File: src/adc_ctrl_defines.svh
// register offsets, field positions, reset values of the slope adc control
// assumes a 32-bit apb bus, one aligned word per register
`ifndef ADC_CTRL_DEFINES_SVH
`define ADC_CTRL_DEFINES_SVH

// ----------------------------------------
// register indices, byte address is 4x
// ----------------------------------------
`define IDX_CAP_HIGH 8'h14
`define IDX_CAP_LOW 8'h15
`define IDX_ANALOG_CONTROL 8'h1d
`define IDX_ANALOG_STATUS 8'h1e

// ----------------------------------------
// analog_control fields
// ----------------------------------------
`define CTL_CHARGE_DIR 7
`define CTL_MODE_HIGH 6
`define CTL_MODE_LOW 5
`define CTL_CAP_SEL 4
`define CTL_IRQ_EN 3
`define CTL_COMP2_PWR 2
`define CTL_COMP1_PWR 1
`define CTL_RAMP_EN 0

// ----------------------------------------
// analog_status fields
// ----------------------------------------
`define STS_COMP2_FLAG 7
`define STS_COMP1_FLAG 6
`define STS_COMP2_CLR 5
`define STS_COMP1_CLR 4
`define STS_COMP2_LEVEL 1
`define STS_COMP1_LEVEL 0

// ----------------------------------------
// reset values
// ----------------------------------------
`define RST_ANALOG_CONTROL 8'h00
`define RST_ANALOG_STATUS 8'h00
`define RST_CAPTURE 16'h0000

`endif

File: src/adc_ctrl_pkg.sv
// types shared by the slope adc control
// assumes nothing beyond a systemverilog tool
package adc_ctrl_pkg;

  // conversion modes, value of the two-bit mode field
  typedef enum logic [1:0]
  {
    mode_manual = 2'h0,
    mode_auto_discharge = 2'h1,
    mode_overflow_capture = 2'h2,
    mode_compare_capture = 2'h3
  } conv_mode_t;

  // register selected by an apb address
  typedef enum logic [4:0]
  {
    sel_none = 5'h01,
    sel_cap_high = 5'h02,
    sel_cap_low = 5'h04,
    sel_control = 5'h08,
    sel_status = 5'h10
  } reg_sel_t;

endpackage : adc_ctrl_pkg

File: src/single_slope_adc_control.sv
// control logic of a single-slope a/d converter with an apb register port
// assumes comparator outputs are asynchronous, timer flags and the
// capture pin are synchronous to pclk
//
// How it works
// - two-bit mode picks one of four modes; ignored without ramp enable; resets manual
// - ramp enable clear means no source or sink at the ramp pin
// - manual mode sinks while direction is zero, sources while one; software only
// - mode 1 clears direction on write of zero or comparator 2 flag set
// - mode 2 sets direction on overflow flag, clears it on capture flag
// - mode 3 sets direction on compare flag, clears it on capture flag
// - capture select routes comparator 2 flag, else capture pin, to capture trigger
// - writing upper mode bit one sets capture select; reset clears it
// - comparator capture stores timer value in 16-bit buffer at two addresses
// - interrupt enable requests analog interrupt while either flag set; reset clears
// - only the analog interrupt is raised, no capture interrupt; analog request persists until serviced
// - comparator 2 power follows its enable; reset clears it
// - comparator 1 power follows its enable; reset clears it
// - ramp enable powers source and discharge device; reset clears it
// - support circuitry powered while any of the three enables is set
// - comparator 2 flag set on rising output, held until cleared
// - writing one to comparator 2 clear bit clears its flag; reset too
// - reset clears every status bit
// - direction one sources, zero discharges, only with ramp enable; reads back
// - clear bits write-only, one clears, zero nothing, read zero
// - comparator 1 flag set on rising output, held until cleared
//
// Local design decisions: the register offsets and register access over APB.
`timescale 1ns/1ns
`include "adc_ctrl_defines.svh"
module single_slope_adc_control
  import adc_ctrl_pkg::*;
#(
  parameter int CAP_WIDTH = 16
)
(
  input wire logic pclk,
  input wire logic presetn,
  input wire logic psel,
  input wire logic penable,
  input wire logic pwrite,
  input wire logic [31:0] paddr,
  input wire logic [31:0] pwdata,
  output logic [31:0] prdata,
  output logic pready,
  output logic pslverr,
  input wire logic comp1_out,
  input wire logic comp2_out,
  input wire logic timer_overflow_flag,
  input wire logic timer_compare_flag,
  input wire logic timer_capture_flag,
  input wire logic [CAP_WIDTH-1:0] timer_count,
  input wire logic capture_pin,
  output logic capture_trigger,
  output logic ramp_source_on,
  output logic ramp_sink_on,
  output logic ramp_power,
  output logic comp1_power,
  output logic comp2_power,
  output logic support_power,
  output logic analog_irq
);

  // ----------------------------------------
  // address decode
  // ----------------------------------------
  // map a byte address to a register select
  function automatic reg_sel_t decode(input logic [31:0] addr);
    reg_sel_t sel;
    sel = sel_none;
    if (addr[1:0] == 2'h0 && addr[31:10] == 22'h000000)
    begin
      case (addr[9:2])
        `IDX_CAP_HIGH: sel = sel_cap_high;
        `IDX_CAP_LOW: sel = sel_cap_low;
        `IDX_ANALOG_CONTROL: sel = sel_control;
        `IDX_ANALOG_STATUS: sel = sel_status;
        default: sel = sel_none;
      endcase
    end
    return sel;
  endfunction : decode

  // ----------------------------------------
  // state
  // ----------------------------------------
  logic charge_direction_ff, conv_mode_high_ff, conv_mode_low_ff, capture_source_select_ff;
  logic analog_irq_enable_ff, comp2_power_enable_ff, comp1_power_enable_ff;
  logic ramp_source_enable_ff, comp1_rise_flag_ff, comp2_rise_flag_ff;
  logic [1:0] comp1_sync_ff, comp2_sync_ff;
  logic comp1_prev_ff, comp2_prev_ff, ovf_prev_ff, cmp_prev_ff, icf_prev_ff, trig_prev_ff;
  logic [CAP_WIDTH-1:0] capture_buf_ff;
  logic pready_ff, pslverr_ff;
  logic [31:0] prdata_ff;
  logic capture_trigger_ff, ramp_source_on_ff, ramp_sink_on_ff, ramp_power_ff;
  logic comp1_power_ff, comp2_power_ff, support_power_ff, analog_irq_ff;
  reg_sel_t sel;
  logic wr_en, wr_control, wr_status;
  logic comp1_rise, comp2_rise, comp2_flag_set;
  logic ovf_event, cmp_event, icf_event;
  conv_mode_t eff_mode;
  logic nxt_charge_direction, nxt_capture_trigger;
  logic [31:0] nxt_prdata;

  // ----------------------------------------
  // apb slave, zero wait states
  // ----------------------------------------
  // decode and write strobes, writes land in the access phase
  assign sel = decode(paddr);
  assign wr_en = psel & penable & pwrite & pready_ff;
  assign wr_control = wr_en & (sel == sel_control);
  assign wr_status = wr_en & (sel == sel_status);
  // read mux, flag-clear bits always read as zero
  always_comb
  begin
    nxt_prdata = 32'h00000000;
    case (sel)
      sel_cap_high: nxt_prdata[7:0] = capture_buf_ff[CAP_WIDTH-1 -: 8];
      sel_cap_low: nxt_prdata[7:0] = capture_buf_ff[7:0];
      sel_control:
      begin
        nxt_prdata[`CTL_CHARGE_DIR] = charge_direction_ff;
        nxt_prdata[`CTL_MODE_HIGH] = conv_mode_high_ff;
        nxt_prdata[`CTL_MODE_LOW] = conv_mode_low_ff;
        nxt_prdata[`CTL_CAP_SEL] = capture_source_select_ff;
        nxt_prdata[`CTL_IRQ_EN] = analog_irq_enable_ff;
        nxt_prdata[`CTL_COMP2_PWR] = comp2_power_enable_ff;
        nxt_prdata[`CTL_COMP1_PWR] = comp1_power_enable_ff;
        nxt_prdata[`CTL_RAMP_EN] = ramp_source_enable_ff;
      end
      sel_status:
      begin
        nxt_prdata[`STS_COMP2_FLAG] = comp2_rise_flag_ff;
        nxt_prdata[`STS_COMP1_FLAG] = comp1_rise_flag_ff;
        nxt_prdata[`STS_COMP2_LEVEL] = comp2_sync_ff[1] & comp2_power_enable_ff;
        nxt_prdata[`STS_COMP1_LEVEL] = comp1_sync_ff[1] & comp1_power_enable_ff;
      end
      default: nxt_prdata = 32'h00000000;
    endcase
  end
  // answer taken in the setup phase, ready during the access phase
  always_ff @(posedge pclk or negedge presetn)
  begin
    if (!presetn)
    begin
      pready_ff <= 1'b0;
      pslverr_ff <= 1'b0;
      prdata_ff <= 32'h00000000;
    end
    else
    begin
      pready_ff <= psel & ~penable;
      pslverr_ff <= psel & ~penable & (sel == sel_none);
      prdata_ff <= (psel & ~penable & ~pwrite) ? nxt_prdata : 32'h00000000;
    end
  end

  // ----------------------------------------
  // comparator synchronisers and edges
  // ----------------------------------------
  // two stages, edge taken from the second stage only
  always_ff @(posedge pclk or negedge presetn)
  begin
    if (!presetn)
    begin
      comp1_sync_ff <= 2'h0;
      comp2_sync_ff <= 2'h0;
      comp1_prev_ff <= 1'b0;
      comp2_prev_ff <= 1'b0;
    end
    else
    begin
      comp1_sync_ff <= {comp1_sync_ff[0], comp1_out};
      comp2_sync_ff <= {comp2_sync_ff[0], comp2_out};
      comp1_prev_ff <= comp1_sync_ff[1];
      comp2_prev_ff <= comp2_sync_ff[1];
    end
  end
  assign comp1_rise = comp1_sync_ff[1] & ~comp1_prev_ff;
  assign comp2_rise = comp2_sync_ff[1] & ~comp2_prev_ff;
  assign comp2_flag_set = comp2_rise & ~comp2_rise_flag_ff;

  // ----------------------------------------
  // comparator flags
  // ----------------------------------------
  // sticky flags, a new edge beats a clear in the same cycle
  always_ff @(posedge pclk or negedge presetn)
  begin
    if (!presetn)
    begin
      comp1_rise_flag_ff <= 1'b0;
      comp2_rise_flag_ff <= 1'b0;
    end
    else
    begin
      if (comp1_rise)
        comp1_rise_flag_ff <= 1'b1;
      else if (wr_status & pwdata[`STS_COMP1_CLR])
        comp1_rise_flag_ff <= 1'b0;
      if (comp2_rise)
        comp2_rise_flag_ff <= 1'b1;
      else if (wr_status & pwdata[`STS_COMP2_CLR])
        comp2_rise_flag_ff <= 1'b0;
    end
  end

  // ----------------------------------------
  // timer flag events
  // ----------------------------------------
  // rising edges of the timer flags
  always_ff @(posedge pclk or negedge presetn)
  begin
    if (!presetn)
    begin
      ovf_prev_ff <= 1'b0;
      cmp_prev_ff <= 1'b0;
      icf_prev_ff <= 1'b0;
    end
    else
    begin
      ovf_prev_ff <= timer_overflow_flag;
      cmp_prev_ff <= timer_compare_flag;
      icf_prev_ff <= timer_capture_flag;
    end
  end
  assign ovf_event = timer_overflow_flag & ~ovf_prev_ff;
  assign cmp_event = timer_compare_flag & ~cmp_prev_ff;
  assign icf_event = timer_capture_flag & ~icf_prev_ff;

  // ----------------------------------------
  // control register
  // ----------------------------------------
  // mode field acts only with the ramp source enabled
  assign eff_mode = ramp_source_enable_ff
    ? conv_mode_t'({conv_mode_high_ff, conv_mode_low_ff})
    : mode_manual;
  // charge direction, software write then automatic sequencing
  always_comb
  begin
    nxt_charge_direction = charge_direction_ff;
    if (wr_control)
      nxt_charge_direction = pwdata[`CTL_CHARGE_DIR];
    case (eff_mode)
      mode_manual: ;
      mode_auto_discharge:
      begin
        if (comp2_flag_set)
          nxt_charge_direction = 1'b0;
      end
      mode_overflow_capture:
      begin
        if (!charge_direction_ff && ovf_event)
          nxt_charge_direction = 1'b1;
        else if (charge_direction_ff && icf_event)
          nxt_charge_direction = 1'b0;
      end
      mode_compare_capture:
      begin
        if (!charge_direction_ff && cmp_event)
          nxt_charge_direction = 1'b1;
        else if (charge_direction_ff && icf_event)
          nxt_charge_direction = 1'b0;
      end
      default: nxt_charge_direction = charge_direction_ff;
    endcase
  end
  // control bits, all cleared by reset
  always_ff @(posedge pclk or negedge presetn)
  begin
    if (!presetn)
    begin
      charge_direction_ff <= 1'b0;
      conv_mode_high_ff <= 1'b0;
      conv_mode_low_ff <= 1'b0;
      capture_source_select_ff <= 1'b0;
      analog_irq_enable_ff <= 1'b0;
      comp2_power_enable_ff <= 1'b0;
      comp1_power_enable_ff <= 1'b0;
      ramp_source_enable_ff <= 1'b0;
    end
    else
    begin
      charge_direction_ff <= nxt_charge_direction;
      if (wr_control)
      begin
        conv_mode_high_ff <= pwdata[`CTL_MODE_HIGH];
        conv_mode_low_ff <= pwdata[`CTL_MODE_LOW];
        capture_source_select_ff <= pwdata[`CTL_CAP_SEL] | pwdata[`CTL_MODE_HIGH];
        analog_irq_enable_ff <= pwdata[`CTL_IRQ_EN];
        comp2_power_enable_ff <= pwdata[`CTL_COMP2_PWR];
        comp1_power_enable_ff <= pwdata[`CTL_COMP1_PWR];
        ramp_source_enable_ff <= pwdata[`CTL_RAMP_EN];
      end
    end
  end

  // ----------------------------------------
  // capture routing and buffer
  // ----------------------------------------
  // capture trigger from comparator 2 flag or the capture pin
  assign nxt_capture_trigger = capture_source_select_ff
    ? comp2_rise_flag_ff
    : capture_pin;
  // store timer value on a rising capture trigger
  always_ff @(posedge pclk or negedge presetn)
  begin
    if (!presetn)
    begin
      trig_prev_ff <= 1'b0;
      capture_buf_ff <= CAP_WIDTH'(`RST_CAPTURE);
    end
    else
    begin
      trig_prev_ff <= nxt_capture_trigger;
      if (nxt_capture_trigger & ~trig_prev_ff)
        capture_buf_ff <= timer_count;
    end
  end

  // ----------------------------------------
  // registered outputs
  // ----------------------------------------
  // ramp drive, power enables and interrupt request
  always_ff @(posedge pclk or negedge presetn)
  begin
    if (!presetn)
    begin
      capture_trigger_ff <= 1'b0;
      ramp_source_on_ff <= 1'b0;
      ramp_sink_on_ff <= 1'b0;
      ramp_power_ff <= 1'b0;
      comp1_power_ff <= 1'b0;
      comp2_power_ff <= 1'b0;
      support_power_ff <= 1'b0;
      analog_irq_ff <= 1'b0;
    end
    else
    begin
      capture_trigger_ff <= nxt_capture_trigger;
      ramp_source_on_ff <= ramp_source_enable_ff & charge_direction_ff;
      ramp_sink_on_ff <= ramp_source_enable_ff & ~charge_direction_ff;
      ramp_power_ff <= ramp_source_enable_ff;
      comp1_power_ff <= comp1_power_enable_ff;
      comp2_power_ff <= comp2_power_enable_ff;
      support_power_ff <= ramp_source_enable_ff | comp1_power_enable_ff
        | comp2_power_enable_ff;
      analog_irq_ff <= analog_irq_enable_ff
        & (comp1_rise_flag_ff | comp2_rise_flag_ff);
    end
  end

  assign prdata = prdata_ff;
  assign pready = pready_ff;
  assign pslverr = pslverr_ff;
  assign capture_trigger = capture_trigger_ff;
  assign ramp_source_on = ramp_source_on_ff;
  assign ramp_sink_on = ramp_sink_on_ff;
  assign ramp_power = ramp_power_ff;
  assign comp1_power = comp1_power_ff;
  assign comp2_power = comp2_power_ff;
  assign support_power = support_power_ff;
  assign analog_irq = analog_irq_ff;

endmodule : single_slope_adc_control

File: config.mk
export PLATFORM = sky130hd
export DESIGN_NAME = single_slope_adc_control
export DESIGN_NICKNAME = d
export VERILOG_FILES = /design/src/adc_ctrl_pkg.sv /design/src/single_slope_adc_control.sv
export VERILOG_INCLUDE_DIRS = /design/src /design/src/src
export SDC_FILE = /design/constraint.sdc
export NUM_CORES = 1
export LEC_CHECK = 0
export BUFFER_PORTS_ARGS = -buffer_cell sky130_fd_sc_hd__buf_2
export CAP_MARGIN = 20
export CELL_PAD_IN_SITES_DETAIL_PLACEMENT = 0
export CELL_PAD_IN_SITES_GLOBAL_PLACEMENT = 2
export CORE_ASPECT_RATIO = 1.2
export CORE_UTILIZATION = 27
export CTS_BUF_LIST = sky130_fd_sc_hd__clkbuf_4
export DETAILED_ROUTE_END_ITERATION = 16
export HOLD_SLACK_MARGIN = 0.12
export PLACE_DENSITY = 0.93
export SYNTH_ARGS = -nofsm -noshare
export SYNTH_HDL_FRONTEND = slang
export SYNTH_SLANG_ARGS = --single-unit
File: constraint.sdc
create_clock -name pclk -period 1.9 [get_ports pclk]
set_clock_uncertainty 0.15 [all_clocks]
set_input_delay 0.19 -clock pclk [delete_from_list [all_inputs] [get_ports pclk]]
set_output_delay 0.19 -clock pclk [all_outputs]
set_load 0.01 [all_outputs]
==> flow_metrics.env, run 1 <==
export IMPL_cp_data_required_time_ns=2.02
export IMPL_fin_area_sq_um=3480
export IMPL_drt_vias_per_instance=4.43
export IMPL_synth_distinct_cells=41
export IMPL_drive_above_1_share_pct=40.4
export IMPL_antenna_found_initial=0
export IMPL_finalCriticalPeriod_ns=1.75
export IMPL_row_count=38
export IMPL_antenna_left=0
export IMPL_die_area_sq_um=9640
export IMPL_fin_hold_ws_ns=0.145
export IMPL_irDropWorstVdd_v=0.000239
export IMPL_syn_avg_cell_area_sq_um=11.7
export IMPL_cts_tree="done"
export IMPL_synthesis_instances=213
export IMPL_setup_viol=0
export IMPL_period_share_pct=91.9
export IMPL_drtPass1Iterations=4
export IMPL_crit_type="reg2reg"
export IMPL_drv_cap=0
export IMPL_ys_ff_latch=53
export IMPL_cp_max_fo=12
export IMPL_dpl_cell_area_sq_um=3050
export IMPL_hold_viol_final=0
export IMPL_start_util_pct=27.8
export IMPL_powerDensity_nw_per_um2=650
export IMPL_ys_flop_type="dfrtp_1"
export IMPL_clk_latency_ns=0.38
export IMPL_p_comb_share_pct=15.4
export IMPL_overflow=0
export IMPL_wl_per_cell_um=12.6
export IMPL_final_cell_mix="buf_2, dfrtp_1, dlygate4sd3_1"
export IMPL_h_tree_depth=2
export IMPL_critPathCaptureType="flop"
export IMPL_grt_pass1_wl_um=9490
export IMPL_final_util_pct=38.7
export IMPL_dp_hpwl_um=4660
export IMPL_die_h_um=107
export IMPL_rsz0062_at_grt="false"
export IMPL_port_buffers=84
export IMPL_ys_seq_area_share_pct=53.1
export IMPL_holdCritPathClass="in2async"
export IMPL_ioPinCount=133
export IMPL_clock_power_share_pct=28.7
export IMPL_place_congestion=0.871
export IMPL_clk_pin_slew_worst_paths_ns=0.16
export IMPL_grt_pass1_vias=2001
export IMPL_synth_edf_count=0
export IMPL_cts_root_buffer="clkbuf_4"
export IMPL_leakage_nw=1.68
export IMPL_die_w_um=89.8
export IMPL_num_vias=2056
export IMPL_total_power_w=0.00226
export IMPL_ys_warn_count=0
export IMPL_drt_iter0_drc=46
export IMPL_slew_viol_final=0
export IMPL_intPower_w=0.00172
export IMPL_nNetsFinal=434
export IMPL_seq_power_share_pct=56.0
export IMPL_grt_max_degree=26
export IMPL_postCtsSetupBuffers=0
export IMPL_antenna_cells=0
export IMPL_p_switching_w=0.000547
export IMPL_cts_resized=0
export IMPL_critical_path_arrival_ns=1.87
export IMPL_wirelength_um=5840
export IMPL_drc_errors=0
export IMPL_ys_async_sr_fraction_pct=100
export IMPL_switching_share_pct=24.2
export IMPL_slew_headroom_pct=64.9
export IMPL_track_usage_pct=12.8
export IMPL_start_kind="flop"
export IMPL_area_growth_pct=39.5
export IMPL_timing_fmax_mhz=573
export IMPL_numCtsBuffers=5
export IMPL_status="finished clean"
export IMPL_core_sq_um=8990
export IMPL_mostFrequentLayoutCell="buf_2"
export IMPL_numClockSinks=53
export IMPL_nFillCells=932
export IMPL_syn_cell_area_sq_um=2500
export IMPL_worst_pin_slew_ns=0.526
export IMPL_cts_buffer_depth=2
==> synth_stat cells, types with 3 or more instances <==
cell	instances	area (sq um)
mux2_2	25	282
dfrtp_1	53	1330
buf_4	24	180
o21ai_0	4	20.0
nand3_1	6	30.0
o211ai_1	5	37.5
inv_1	11	41.3
nor2b_1	5	31.3
nor4_1	9	56.3
a211oi_1	4	30.0
nor2_1	6	22.5
nor3_1	8	40.0
clkbuf_1	4	15.0
and2_1	3	18.8
nand2_1	7	26.3
a22oi_1	5	37.5
nand4_1	3	18.8
==> worst max-delay path: stages, from the launching register on <==
cell     delay (ns)
dfrtp_1        0.44
mux2_2         0.24
nor2b_1        0.28
buf_12         0.19
mux2_2         0.33
==> flip-flops by register name (all words and copies together) (netlist names), 2 cells and up <==
register	count
capture_buf_ff	16
comp1_sync_ff	2
comp2_sync_ff	2
prdata	8
==> power by group through the flow <==
stage / clock network [W] / logic [W] / registers [W]
after floorplan: 0 / 0.000199 / 0.00127
after global placement: 0 / 0.000285 / 0.00129
after detailed placement: 0 / 0.000294 / 0.00129
after CTS: 0.000672 / 0.000351 / 0.00127
after global routing: 0.000704 / 0.000389 / 0.00128
final: 0.000649 / 0.000347 / 0.00127
==> cell type report <==
class,count,area [sq um],share of cell area (%)
multi-input cells,141,1010,28.9
clock buffers,6,45.0,1.29
inverters,11,41.3,1.19
flip-flops and latches,53,1330,38.1
clock inverters,2,38.8,1.11
repair buffers,131,873,25.1
well taps,120,150,4.31
==> repair_timing <==
action / in CTS / in global routing
endpoints found under the hold margin: 88 / 0
endpoints found under the setup margin: 0 / 0
hold buffers: 35 / 0
==> cell families after synthesis <==
| group | synth area share, % |
|---|---|
| simple gates | 16.5 |
| xor+xnor | 0.351 |
| flops | 53.1 |
| other cells | 0.150 |
| compound gates | 7.02 |
| buf+inv | 9.97 |
| mux | 12.9 |
==> worst paths after layout <==
path	startpoint	end	slack, ns	cells past startpoint
worst max-delay path	capture_source_select_ff	capture_buf_ff[7]	0.15	4
worst min-delay path	presetn	ramp_power	0.15	2
worst max register to register	capture_source_select_ff	capture_buf_ff[7]	0.15	4
worst min register to register	comp2_sync_ff[0]	comp2_sync_ff[1]	0.21	0
max in group asynchronous	presetn	capture_buf_ff[8]	0.80	3
min in group pclk	paddr[2]	prdata[3]	0.16	4
==> metal layers <==
| layer | vias up | wire length [um] | GRT usage, % |
|---|---|---|---|
| li1 | 978 | - | - |
| met1 | 977 | 2490 | 15.3 |
| met2 | 89 | 2810 | 21.6 |
| met3 | 12 | 360 | 3.18 |
| met4 | 0 | 170 | 5.85 |
| met5 | - | 0 | 0 |
==> stage by stage <==
stage | setup slack, ns | instances | TNS (ns)
floorplan | -0.0246 | 236 | -0.0492
global placement | -0.130 | 421 | -1.06
detailed placement | -0.143 | 421 | -1.26
CTS | 0.131 | 464 | 0
global route | 0.0460 | 464 | 0
finish | 0.155 | 464 | 0
Note: power is estimated with default switching activity, not from simulation.
==> inputs of run 2 (changes only) <==
--- a/config.mk
+++ b/config.mk
@@ -6,7 +6,7 @@
 export SDC_FILE = /design/constraint.sdc
 export NUM_CORES = 1
 export LEC_CHECK = 0
-export BUFFER_PORTS_ARGS = -buffer_cell sky130_fd_sc_hd__buf_2
+export BUFFER_PORTS_ARGS = -buffer_cell sky130_fd_sc_hd__buf_4
 export CAP_MARGIN = 20
 export CELL_PAD_IN_SITES_DETAIL_PLACEMENT = 0
 export CELL_PAD_IN_SITES_GLOBAL_PLACEMENT = 2
==> run 2 against run 1 <==
Compared with the run above: final area rose by 6.6%; first-iteration DRC count grew 28%; global-route usage increased by 0.71 points; via count decreased by 2.6%; critical endpoint is now capture_buf_ff[6]; largest power group unchanged; highest routed layer unchanged.
==> flow_metrics.env, run 2 (synthesis gave the netlist of run 1 again) <==
export IMPL_status="finished clean"
export IMPL_port_buffers=84
export IMPL_numClockSinks=53
export IMPL_die_h_um=107
export IMPL_die_w_um=89.8
export IMPL_grt_pass1_vias=2060
export IMPL_cts_tree="done"
export IMPL_row_count=38
export IMPL_postCtsSetupBuffers=0
export IMPL_nFillCells=888
export IMPL_grt_pass1_wl_um=10000
export IMPL_antenna_found_initial=0
export IMPL_irDropWorstVdd_v=0.000417
export IMPL_timing_fmax_mhz=568
export IMPL_nNetsFinal=434
export IMPL_fin_area_sq_um=3710
export IMPL_period_share_pct=92.7
export IMPL_drive_above_1_share_pct=40.4
export IMPL_dp_hpwl_um=4690
export IMPL_area_growth_pct=48.7
export IMPL_mostFrequentLayoutCell="buf_4"
export IMPL_slew_headroom_pct=56.7
export IMPL_wirelength_um=6090
export IMPL_die_area_sq_um=9640
export IMPL_drc_errors=0
export IMPL_leakage_nw=1.75
export IMPL_total_power_w=0.00242
export IMPL_h_tree_depth=2
export IMPL_drtPass1Iterations=4
export IMPL_drt_vias_per_instance=4.32
export IMPL_cts_buffer_depth=2
export IMPL_drv_cap=0
export IMPL_start_util_pct=27.8
export IMPL_wl_per_cell_um=13.1
export IMPL_critical_path_arrival_ns=1.89
export IMPL_cts_resized=0
export IMPL_overflow=0
export IMPL_clk_latency_ns=0.38
export IMPL_dpl_cell_area_sq_um=3260
export IMPL_grt_max_degree=54
export IMPL_antenna_left=0
export IMPL_hold_viol_final=0
export IMPL_start_kind="flop"
export IMPL_slew_viol_final=0
export IMPL_setup_viol=0
export IMPL_num_vias=2003
export IMPL_place_congestion=0.901
export IMPL_worst_pin_slew_ns=0.649
export IMPL_largest_register_ffs=16
export IMPL_ioPinCount=133
export IMPL_antenna_cells=0
export IMPL_holdCritPathClass="in2reg"
export IMPL_track_usage_pct=13.5
export IMPL_core_sq_um=8990
export IMPL_clk_pin_slew_worst_paths_ns=0.16
export IMPL_critPathCaptureType="flop"
export IMPL_cp_max_fo=12
export IMPL_top_register="capture_buf_ff"
export IMPL_final_cell_mix="buf_4, dfrtp_1, dlygate4sd3_1"
export IMPL_powerDensity_nw_per_um2=652
export IMPL_drt_iter0_drc=59
export IMPL_crit_type="reg2reg"
export IMPL_finalCriticalPeriod_ns=1.76
export IMPL_numCtsBuffers=5
export IMPL_rsz0062_at_grt="false"
export IMPL_cts_root_buffer="clkbuf_4"
export IMPL_cp_data_required_time_ns=2.03
run 2: area by class of cell:
cell class | count | area, sq um | share of cell area [%]
Clock buffer | 5 | 37.5 | 1.01
Clock inverter | 3 | 65.1 | 1.75
Inverter | 11 | 41.3 | 1.11
Multi-Input combinational cell | 141 | 1010 | 27.1
Sequential cell | 53 | 1330 | 35.7
Tap cell | 120 | 150 | 4.05
Timing Repair Buffer | 131 | 1080 | 29.2
run 2: final timing paths:
kind                                          start            endpoint  slack (ns)  cells after the start
setup / recovery           capture_source_select_ff   capture_buf_ff[6]        0.14                      4
hold reg to reg                    comp2_sync_ff[0]    comp2_sync_ff[1]        0.21                      0
hold / removal                             paddr[2]           prdata[4]        0.14                      4
max in group asynchronous                   presetn   capture_buf_ff[8]        0.95                      2
min in group asynchronous                   presetn  comp2_rise_flag_ff        0.22                      2
setup reg to reg           capture_source_select_ff   capture_buf_ff[6]        0.14                      4
run 2: power by group:
group          leakage [nW]  internal [W]  switching (W)
Sequential            0.659       0.00122      0.0000419
Clock                0.0552      0.000408       0.000361
Combinational          1.03      0.000234       0.000151
Total                  1.75       0.00186       0.000554
run 2: layer usage:
metal  share of wire [%]  vias to the layer above  global-route usage, %
met1                  42                      941                   16.1
met4                 1.2                        0                   3.86
met5                   0                        -                      0
met2                  51                       82                   24.2
met3                 5.8                        6                   3.04
li1                    -                      974                      -
run 2: timing repair:
item / in CTS / in global routing
endpoints found under the hold margin: 95 / 0
endpoints found under the setup margin: 0 / 0
hold buffers: 35 / 0
run 2: critical path, stage by stage (launching register included):
cell     delay [ns]
dfrtp_1        0.45
mux2_2         0.25
nor2b_1        0.28
buf_12         0.18
mux2_2         0.34
run 2: metrics by stage:
stage	setup TNS [ns]	utilization [%]	cells	setup slack, ns	hold slack [ns]
floorplan	-0.0492	-	236	-0.0246	-0.256
global placement	-1.15	36.3	421	-0.131	0.113
detailed placement	-1.32	36.3	421	-0.135	0.121
CTS	0	41.3	464	0.127	0.128
global route	0	41.3	464	0.0525	0.135
finish	0	41.3	464	0.138	0.135
